`config.mk`:
```
export PLATFORM = sky130hd
export DESIGN_NAME = poc_regs
export DESIGN_NICKNAME = d
export VERILOG_FILES = /design/src/hdl/poc_pkg.sv /design/src/hdl/poc_pd_ctl.sv /design/src/hdl/poc_clk_sel.sv /design/src/hdl/poc_regs.sv
export SDC_FILE = /design/constraint.sdc
export NUM_CORES = 1
export LEC_CHECK = 0
export BUFFER_PORTS_ARGS = -buffer_cell sky130_fd_sc_hd__buf_4
export CORE_ASPECT_RATIO = 1.1
export CORE_MARGIN = 4
export CORE_UTILIZATION = 46
export CTS_CLUSTER_DIAMETER = 200
export DETAILED_ROUTE_END_ITERATION = 10
export PLACE_DENSITY = 0.81
export REMOVE_ABC_BUFFERS = 1
export SLEW_MARGIN = 25
export SYNTH_ARGS = -nofsm -noshare
export SYNTH_HDL_FRONTEND = slang
export SYNTH_SLANG_ARGS = --single-unit
```
`constraint.sdc`:
```
create_clock -name CLK -period 1.7 [get_ports CLK]
set_input_delay 0.255 -clock CLK [delete_from_list [all_inputs] [get_ports CLK]]
set_output_delay 0.255 -clock CLK [all_outputs]
set_load 0.005 [all_outputs]
```
`src/hdl/poc_pkg.sv`:
```
package poc_pkg;

  // Bus widths
  localparam int ADDR_W = 8;
  localparam int DATA_W = 32;
  localparam int REG_W = 8;

  // Register indices; the byte address is four times the index
  localparam logic [5:0] IDX_POWER = 6'h1e;
  localparam logic [5:0] IDX_OSEL1 = 6'h1f;
  localparam logic [5:0] IDX_OSEL2 = 6'h20;
  localparam logic [5:0] IDX_STATUS = 6'h28;
  localparam logic [1:0] WORD_ALIGN = 2'h0;
  localparam logic [31:0] RD_ZERO = 32'h0000_0000;

  // Reset values and writable bits
  localparam logic [7:0] POWER_RST = 8'h30;
  localparam logic [7:0] OSEL1_RST = 8'h14;
  localparam logic [7:0] OSEL2_RST = 8'h08;
  localparam logic [7:0] POWER_MASK = 8'h3f;
  localparam logic [7:0] OSEL1_MASK = 8'h7f;
  localparam logic [7:0] OSEL2_MASK = 8'hfc;

  // Power register fields
  localparam int PWR_BW = 5;
  localparam int PWR_AUTO = 4;
  localparam int PWR_FORCE = 3;
  localparam int PWR_PIN_POL = 2;
  localparam int PWR_FAST = 1;
  localparam int PWR_SOG_PD = 0;

  // First output-select fields
  localparam int OS1_MODE_HI = 6;
  localparam int OS1_MODE_LO = 5;
  localparam int OS1_PRI = 4;
  localparam int OS1_SEC = 3;
  localparam int OS1_DRV_HI = 2;
  localparam int OS1_DRV_LO = 1;
  localparam int OS1_CLK_INV = 0;

  // Second output-select fields
  localparam int OS2_CLK_HI = 7;
  localparam int OS2_CLK_LO = 6;
  localparam int OS2_HIZ = 5;
  localparam int OS2_SOG_HIZ = 4;
  localparam int OS2_FIELD_POL = 3;
  localparam int OS2_PLL_FILT = 2;

  // Status fields
  localparam int STS_PIN = 0;
  localparam int STS_REQ = 1;
  localparam int STS_DOWN = 2;
  localparam int STS_HIZ = 3;
  localparam int STS_MODE_BAD = 4;

  // Gated output groups
  localparam int NUM_OUT = 4;
  localparam int OUT_PRI = 0;
  localparam int OUT_SEC = 1;
  localparam int OUT_DCLK = 2;
  localparam int OUT_VSYNC = 3;
  localparam logic [1:0] VSYNC_DRIVE = 2'h3;

  typedef enum logic [1:0] {
    MODE_444 = 2'b00,
    MODE_422 = 2'b01,
    MODE_DDR = 2'b10,
    MODE_RSVD = 2'b11
  } poc_mode_t;

  typedef enum logic [2:0] {
    PS_RUN = 3'b001,
    PS_HIZ = 3'b010,
    PS_DOWN = 3'b100
  } poc_pwr_state_t;

endpackage: poc_pkg

```
`src/hdl/poc_pd_ctl.sv`:
```
`timescale 1ns/10ps
`default_nettype none
module poc_pd_ctl (
  // Pin and its polarity
  input wire logic pin,
  input wire logic pin_active_high,
  // Register controls and sync presence
  input wire logic auto_mode,
  input wire logic force_down,
  input wire logic sync_present,
  // Decoded requests
  output logic pin_asserted,
  output logic pd_request
);

  // Pin is active when it matches the programmed level
  assign pin_asserted = (pin == pin_active_high);

  // Auto mode adds loss of sync as a cause; pin and bit act in both
  assign pd_request = force_down | pin_asserted
                    | (auto_mode & ~sync_present);

endmodule: poc_pd_ctl
`default_nettype wire

```
`src/hdl/poc_clk_sel.sv`:
```
`timescale 1ns/10ps
`default_nettype none
module poc_clk_sel (
  // Clock and control
  input wire logic clk,
  input wire logic resetn,
  input wire logic ce,
  // Selection
  input wire logic [1:0] sel,
  input wire logic invert,
  // Clock sources, sampled as levels
  input wire logic [3:0] src,
  // Selected clock level
  output logic dclk
);

  // Registered so a select change cannot glitch the pin
  always_ff @(posedge clk or negedge resetn) begin
    if (!resetn) begin
      dclk <= 1'b0;
    end else if (ce) begin
      dclk <= src[sel] ^ invert;
    end
  end

endmodule: poc_clk_sel
`default_nettype wire

```
`src/hdl/poc_regs.sv`:
```
// Notes on behaviour
// - Power bit 5 picks analog bandwidth: 0 low, 1 high.
// - Power bit 4 picks manual (0) or automatic (1) power-down; reset 1.
// - Power bit 3 set forces power-down; clear runs normally; reset 0.
// - Power bit 2 sets power-down pin level: 0 active low, 1 high.
// - Power bit 1 set: power-down keeps core up, only outputs float.
// - Power bit 0 set floats the sync monitor pin during power-down.
// - Mode field 6:5: 00 is 4:4:4, 01 is 4:2:2, 10 is DDR.
// - Select-one bit 4 enables primary bus, else floats; reset enabled.
// - Select-one bit 3 enables secondary bus, else floats; reset off.
// - Bits 2:1 set drive strength for all but vertical sync.
// - Select-one bit 0 inverts the data clock output.
// - Select-two bits 7:6 pick data clock: pixel, 90, 2x, internal.
// - Select-two bit 5 floats every output except sync monitor.
// - Select-two bit 4 floats the sync monitor pin.
// - Select-two bit 3 swaps field output polarity; reset 1.
// - Select-two bit 2 makes the PLL follow filtered horizontal sync.
//
// The APB interface to the registers is this design's own decision.
`timescale 1ns/10ps
`default_nettype none
module poc_regs (
  // Clock, reset, enable
  input wire logic CLK,
  input wire logic RESETN,
  input wire logic CE,
  // APB slave
  input wire logic PSEL,
  input wire logic PENABLE,
  input wire logic PWRITE,
  input wire logic [7:0] PADDR,
  input wire logic [31:0] PWDATA,
  input wire logic [3:0] PSTRB,
  output logic [31:0] PRDATA,
  output logic PREADY,
  output logic PSLVERR,
  // Power-down inputs
  input wire logic PWRDN_PIN,
  input wire logic SYNC_PRESENT,
  // Clock sources and sync levels
  input wire logic PIXEL_CLOCK,
  input wire logic PIXEL_CLOCK_90,
  input wire logic PIXEL_CLOCK_2X,
  input wire logic INTERNAL_CLOCK,
  input wire logic FIELD_ODD,
  input wire logic RAW_HSYNC,
  input wire logic FILTERED_HSYNC,
  // Configuration outputs
  output logic HIGH_BANDWIDTH,
  output logic CORE_POWER_DOWN,
  output logic [1:0] OUTPUT_MODE,
  output logic MODE_RESERVED,
  output logic [1:0] DRIVE_STRENGTH,
  output logic [1:0] VSYNC_DRIVE_STRENGTH,
  output logic DATA_CLOCK_OUT,
  output logic FIELD_OUT,
  output logic PLL_HSYNC,
  // Output enables, low while driving
  output logic PRIMARY_OE_N,
  output logic SECONDARY_OE_N,
  output logic DATA_CLOCK_OE_N,
  output logic VERTICAL_SYNC_OE_N,
  output logic SYNC_MONITOR_OE_N
);

  logic [7:0] power;
  logic [7:0] osel1;
  logic [7:0] osel2;
  logic [5:0] idx;
  logic rd_hit;
  logic bad_addr;
  logic data_ready;
  logic access_done;
  logic wr_take;
  logic [31:0] rd_word;
  logic pin_asserted;
  logic pd_request;
  logic [3:0] clk_src;
  logic [poc_pkg::NUM_OUT-1:0] out_en;
  logic [poc_pkg::NUM_OUT-1:0] oe_n;
  logic sync_mon_hiz;
  poc_pkg::poc_pwr_state_t state;
  poc_pkg::poc_pwr_state_t next_state;

  // Address decode; status is the only read-only word
  assign idx = PADDR[7:2];
  assign bad_addr = (PADDR[1:0] != poc_pkg::WORD_ALIGN) || !rd_hit;
  assign PREADY = CE & data_ready;
  assign access_done = PSEL & PENABLE & PREADY;
  assign PSLVERR = PSEL & PENABLE & bad_addr;
  assign wr_take = access_done & PWRITE & ~bad_addr & PSTRB[0];

  // Read mux; upper bits read zero, status shows live state
  always_comb begin
    rd_word = poc_pkg::RD_ZERO;
    rd_hit = 1'b1;
    case (idx)
      poc_pkg::IDX_POWER: rd_word = 32'(power);
      poc_pkg::IDX_OSEL1: rd_word = 32'(osel1);
      poc_pkg::IDX_OSEL2: rd_word = 32'(osel2);
      poc_pkg::IDX_STATUS: begin
        rd_word[poc_pkg::STS_PIN] = pin_asserted;
        rd_word[poc_pkg::STS_REQ] = pd_request;
        rd_word[poc_pkg::STS_DOWN] = (state == poc_pkg::PS_DOWN);
        rd_word[poc_pkg::STS_HIZ] = (state == poc_pkg::PS_HIZ);
        rd_word[poc_pkg::STS_MODE_BAD] = MODE_RESERVED;
      end
      default: rd_hit = 1'b0;
    endcase
  end

  // Read data is caught in setup so it comes from a flop in access
  always_ff @(posedge CLK or negedge RESETN) begin
    if (!RESETN) begin
      data_ready <= 1'b0;
      PRDATA <= poc_pkg::RD_ZERO;
    end else if (CE) begin
      data_ready <= PSEL & ~access_done;
      if (PSEL && !access_done) begin
        PRDATA <= bad_addr ? poc_pkg::RD_ZERO : rd_word;
      end
    end
  end

  // Register writes; only the low byte lane carries data
  always_ff @(posedge CLK or negedge RESETN) begin
    if (!RESETN) begin
      power <= poc_pkg::POWER_RST;
      osel1 <= poc_pkg::OSEL1_RST;
      osel2 <= poc_pkg::OSEL2_RST;
    end else if (CE && wr_take) begin
      if (idx == poc_pkg::IDX_POWER) begin
        power <= PWDATA[7:0] & poc_pkg::POWER_MASK;
      end
      if (idx == poc_pkg::IDX_OSEL1) begin
        osel1 <= PWDATA[7:0] & poc_pkg::OSEL1_MASK;
      end
      if (idx == poc_pkg::IDX_OSEL2) begin
        osel2 <= PWDATA[7:0] & poc_pkg::OSEL2_MASK;
      end
    end
  end

  // Power-down causes
  poc_pd_ctl u_pd_ctl (
    .pin(PWRDN_PIN),
    .pin_active_high(power[poc_pkg::PWR_PIN_POL]),
    .auto_mode(power[poc_pkg::PWR_AUTO]),
    .force_down(power[poc_pkg::PWR_FORCE]),
    .sync_present(SYNC_PRESENT),
    .pin_asserted(pin_asserted),
    .pd_request(pd_request)
  );

  // Fast switching trades power saving for instant wake
  always_comb begin
    next_state = poc_pkg::PS_RUN;
    if (pd_request) begin
      next_state = power[poc_pkg::PWR_FAST] ? poc_pkg::PS_HIZ
                                            : poc_pkg::PS_DOWN;
    end
  end

  // Power state
  always_ff @(posedge CLK or negedge RESETN) begin
    if (!RESETN) begin
      state <= poc_pkg::PS_RUN;
    end else if (CE) begin
      state <= next_state;
    end
  end

  assign CORE_POWER_DOWN = (state == poc_pkg::PS_DOWN);

  // Per-output enable bits; clock and vertical sync have none
  assign out_en[poc_pkg::OUT_PRI] = osel1[poc_pkg::OS1_PRI];
  assign out_en[poc_pkg::OUT_SEC] = osel1[poc_pkg::OS1_SEC];
  assign out_en[poc_pkg::OUT_DCLK] = 1'b1;
  assign out_en[poc_pkg::OUT_VSYNC] = 1'b1;

  // Enables float on bus disable, global float or any power-down
  for (genvar i = 0; i < poc_pkg::NUM_OUT; i++) begin : g_oe
    always_ff @(posedge CLK or negedge RESETN) begin
      if (!RESETN) begin
        oe_n[i] <= 1'b1;
      end else if (CE) begin
        oe_n[i] <= ~(out_en[i] & ~osel2[poc_pkg::OS2_HIZ]
                   & (state == poc_pkg::PS_RUN));
      end
    end
  end

  assign PRIMARY_OE_N = oe_n[poc_pkg::OUT_PRI];
  assign SECONDARY_OE_N = oe_n[poc_pkg::OUT_SEC];
  assign DATA_CLOCK_OE_N = oe_n[poc_pkg::OUT_DCLK];
  assign VERTICAL_SYNC_OE_N = oe_n[poc_pkg::OUT_VSYNC];

  // Sync monitor ignores the global float, so it can wake a scaler
  assign sync_mon_hiz = osel2[poc_pkg::OS2_SOG_HIZ]
                      | (power[poc_pkg::PWR_SOG_PD]
                         & (state != poc_pkg::PS_RUN));

  // Registered configuration and data outputs
  always_ff @(posedge CLK or negedge RESETN) begin
    if (!RESETN) begin
      SYNC_MONITOR_OE_N <= 1'b1;
      HIGH_BANDWIDTH <= 1'b0;
      OUTPUT_MODE <= poc_pkg::MODE_444;
      MODE_RESERVED <= 1'b0;
      DRIVE_STRENGTH <= 2'h0;
      FIELD_OUT <= 1'b0;
      PLL_HSYNC <= 1'b0;
    end else if (CE) begin
      SYNC_MONITOR_OE_N <= sync_mon_hiz;
      HIGH_BANDWIDTH <= power[poc_pkg::PWR_BW];
      OUTPUT_MODE <= osel1[poc_pkg::OS1_MODE_HI:poc_pkg::OS1_MODE_LO];
      MODE_RESERVED <= osel1[poc_pkg::OS1_MODE_HI:poc_pkg::OS1_MODE_LO]
                       == poc_pkg::MODE_RSVD;
      DRIVE_STRENGTH <= osel1[poc_pkg::OS1_DRV_HI:poc_pkg::OS1_DRV_LO];
      FIELD_OUT <= FIELD_ODD ^ osel2[poc_pkg::OS2_FIELD_POL];
      PLL_HSYNC <= osel2[poc_pkg::OS2_PLL_FILT] ? FILTERED_HSYNC
                                                 : RAW_HSYNC;
    end
  end

  // Vertical sync keeps a fixed strength
  assign VSYNC_DRIVE_STRENGTH = poc_pkg::VSYNC_DRIVE;

  // Clock source order matches the select encoding
  assign clk_src = {INTERNAL_CLOCK, PIXEL_CLOCK_2X,
                    PIXEL_CLOCK_90, PIXEL_CLOCK};

  poc_clk_sel u_clk_sel (
    .clk(CLK),
    .resetn(RESETN),
    .ce(CE),
    .sel(osel2[poc_pkg::OS2_CLK_HI:poc_pkg::OS2_CLK_LO]),
    .invert(osel1[poc_pkg::OS1_CLK_INV]),
    .src(clk_src),
    .dclk(DATA_CLOCK_OUT)
  );

  // Field views for the checks
  logic [1:0] mode_fld;
  logic [1:0] drv_fld;
  logic [1:0] clk_fld;
  assign mode_fld = osel1[poc_pkg::OS1_MODE_HI:poc_pkg::OS1_MODE_LO];
  assign drv_fld = osel1[poc_pkg::OS1_DRV_HI:poc_pkg::OS1_DRV_LO];
  assign clk_fld = osel2[poc_pkg::OS2_CLK_HI:poc_pkg::OS2_CLK_LO];
endmodule: poc_regs
`default_nettype wire

```
==> results.txt <==
----------------------------------------------------
[Cells and area]
  Area growth, synth to finish ... 22.4%
  Highest-count cells in the layout ignoring fill and taps ... buf_4 (64), dfrtp_1 (34), mux2_2 (28)
  Leading cell type in the layout, fill and taps excluded ... buf_4
  Layout net count ... 316
  Antenna diodes ... 0
  Share of layout cells above drive strength 1 ... 45.7%
  Non-filler instance count after layout ... 314
  Layout Cell Area excl Fill ... 2790 sq um
  Fin util ... 59.2%

[Place]
  Placed Area ... 2690 sq um
  Dpl ws ... -0.0489 ns
  Placed wire-length estimate ... 3920 um
  Number of cells in the design after placement ... 305
  GP Congestion ... 0.886
  Port Buffer Count ... 56

[Yosys]
  Yosys warning total ... 0
  Unique cell type count in the Yosys netlist ... 43
  Largest cells by area after synthesis ... dfrtp_1 (37%), mux2_2 (14%), dfstp_2 (12%)
  Largest area contributor in the synthesized netlist ... dfrtp_1
  Post-synthesis cell count ... 194
  Avg Synthesized Cell Area ... 11.8 sq um
  Share of flip-flops with an asynchronous set or reset after synthesis ... 100%
  Cell area after synthesis ... 2280 sq um
  Sequential share of the synthesized area ... 48.8%
  Most used flip-flop cell after synthesis ... dfrtp_1
  Synth Register Bits ... 44
  Area fraction of the dominant cell type after synthesis ... 37.3%
  Number of enable-type register cells in the synthesized netlist ... 0

[Drt]
  Number of design rule violations left after detail routing ... 0
  Antenna viol nets, final ... 0
  Final routed wirelength across all metal layers ... 5170 um
  Starting DRT DRC Count ... 143
  Drt wl/cell ... 16.5 um
  Number of detailed-route iterations in the first pass ... 4
  Via count ... 1653
  Via-to-Cell Ratio ... 5.26

[Floorplanning]
  Starting density of the core ... 48.4%
  Die Width ... 75.1 um
  DIE HEIGHT ... 81.9 um
  IO Count ... 110
  Cell row count ... 26
  Total Die Area ... 6150 sq um
  Core area ... 4720 sq um

[Critical path]
  Worst path slowest cell ... dfrtp_1
  Startpoint type of the worst setup path ... register
  Startpoint of the worst setup timing path ... data_ready
  End point of the critical path ... power[0]
  Worst path arrival time ... 1.76 ns
  Critical path fanouts, max ... 6
  CP endpoint kind ... register
  Reg-to-reg slack, setup ... 0.12 ns
  R2r startpoint ... data_ready
  CP Data Required Time ... 1.88 ns
  Category of the most critical setup path ... register to register
  Cell depth of the worst flop-to-flop path ... 5
  Stage delay of the slowest cell on the critical path ... 0.39 ns
  CP Cell Sequence ... nand4_1 > nor3_2 > nor3b_4 > buf_12 > mux2_2
  Critical register-to-register path endpoint ... power[0]

[Global route]
  Antenna violations before repair ... 0
  Maximum number of pins on one net before global-route repair ... 45
  Number of global-route vias before repair ... 1648
  Global-route wire length before repair ... 7920 um
  GRT met3 Usage ... 4.77%
  GRT Max-Usage Layer ... met2
  Met2 layer usage reported by global route ... 31.1%
  Congestion Overflow GR ... 0
  Global-route track usage on met1 ... 20.2%
  Overall track demand over capacity in global routing ... 17.5%

[Clock network]
  Root buffer cell ... clkbuf_8
  Clk buf depth ... 2
  Clock latency at the later pin of the worst-skew pair ... 0.30 ns
  Depth of the CTS H-tree ... 2
  Clock Pin Slew Worst Setup and Hold Paths ... 0.08 ns
  Sinks on Clock Net ... 44
  TritonCTS clock tree ... done
  Post-cts resize count ... 0
  Cts bufs inserted ... 5

[Flow run]
  Maxcap violations ... 0

[Power]
  IR Drop Worst-Case VDD ... 0.349 mV
  Cell area power density ... 710 nW/um^2
  Total leakage power ... 0.00135 uW

[Timing]
  Least-Margin Pin Slew ... 0.548 ns
  Number of slew-limit violations in the final report ... 0
  Post-route clock skew ... 0.0110 ns
  Worst slew slack as a fraction of its limit ... 63.4%
  Maximum clock rate ... 631 MHz
  Final Hold Viols ... 0
  Time the final worst path needs with I/O delays and setup ... 1.58 ns
  Setup repair after global routing missed its margin ... no
  Final setup vio count ... 0
  Final setup margin ... 0.116 ns
  Crit share post-route ... 93.2%

[Min path]
  Classification of the worst-slack hold path ... input pin to register
  Hold path start ... PWDATA[3]

[Outcome]
  Run status ... finished, final reports clean

----------------------------------------------------
## per-layer routing
layer | up-vias | share of wire, %
met5 | - | 0
met4 | 0 | 1.2
met3 | 7 | 8.9
met2 | 67 | 51
met1 | 817 | 39
li1 | 762 | -
## final cells by class
cell class              instances  area (sq um)
fillers                       405          1930
flip-flops and latches         44          1110
multi-input cells             136           992
repair buffers                 66           510
clock buffers                   8          90.1
well taps                      56          70.1
inverters                       4          15.0
## worst min path at each step
| stage | slack, ns | end | cells after the start |
|---|---|---|---|
| global placement | 0.28 | FIELD_OUT | 1 |
| floorplan | -0.04 | DRIVE_STRENGTH[0] | 0 |
| global route | 0.19 | power[1] | 2 |
| CTS | 0.20 | osel1[3] | 2 |
| finish | 0.20 | osel1[3] | 2 |
| detailed placement | 0.28 | data_ready | 1 |
## Yosys cell counts, types with 2 or more instances
cell type  instances
nor2_1             8
o22ai_1            4
xnor2_1            2
a22oi_1            2
clkbuf_1           2
nand2_1           14
buf_6              2
mux2i_1            6
buf_4             28
inv_1              4
mux2_2            28
a22o_1             4
buf_2              2
dfrtp_1           34
conb_1             2
a32oi_1            3
dfstp_2           10
nand3_1            3
o21ai_0            7
a21oi_1            6
## through the flow
stage,hold WS (ns),setup TNS [ns],power (uW)
floorplan,-0.0406,0,1170
finish,0.204,0,1980
CTS,0.201,0,2000
global placement,0.279,-0.133,1320
global route,0.194,0,2070
detailed placement,0.284,-0.308,1330
## where the power goes
group / switching (uW) / internal [uW] / total (uW)
clock network: 337 / 332 / 669
logic: 119 / 108 / 227
registers: 15.1 / 1070 / 1090
total: 471 / 1510 / 1980
## critical path: cells and delay by family, from the launching register on
family / cells / cell delay [ns]
buffers and inverters: 1 / 0.16
flip-flops: 1 / 0.39
multiplexers: 1 / 0.32
AND/OR/NAND/NOR: 3 / 0.60
## what timing repair did
item / 4_1_cts / 5_1_grt
buffers inserted: 0 / 0
hold endpoints to repair: 34 / 0
hold buffers: 1 / 0
## state kept, by name, indices dropped and copies added (netlist names)
register,count
MODE_RESERVED,1
HIGH_BANDWIDTH,1
DATA_CLOCK_OE_N,1
SYNC_MONITOR_OE_N,1
power,6
data_ready,1
PLL_HSYNC,1
DRIVE_STRENGTH,2
osel2,6
OUTPUT_MODE,2
PRDATA,8
FIELD_OUT,1
PRIMARY_OE_N,1
u_clk_sel.dclk,1
SECONDARY_OE_N,1
state,3
osel1,7
## cells by family (layout without fill, tap and decap cells)
| logic type | after synthesis | in the layout | share of synthesized area (%) |
|---|---|---|---|
| DFF | 44 | 44 | 48.8 |
| other | 2 | 26 | 0.329 |
| muxes | 35 | 35 | 17.4 |
| xor gates and xnor gates | 3 | 3 | 1.15 |
| AOI/OAI and AO/OA | 30 | 30 | 9.05 |
| and+or+nand+nor | 42 | 42 | 11.6 |
| buffers and inverters | 38 | 78 | 11.6 |
No activity file was read; power rests on OpenSTA's default activity.
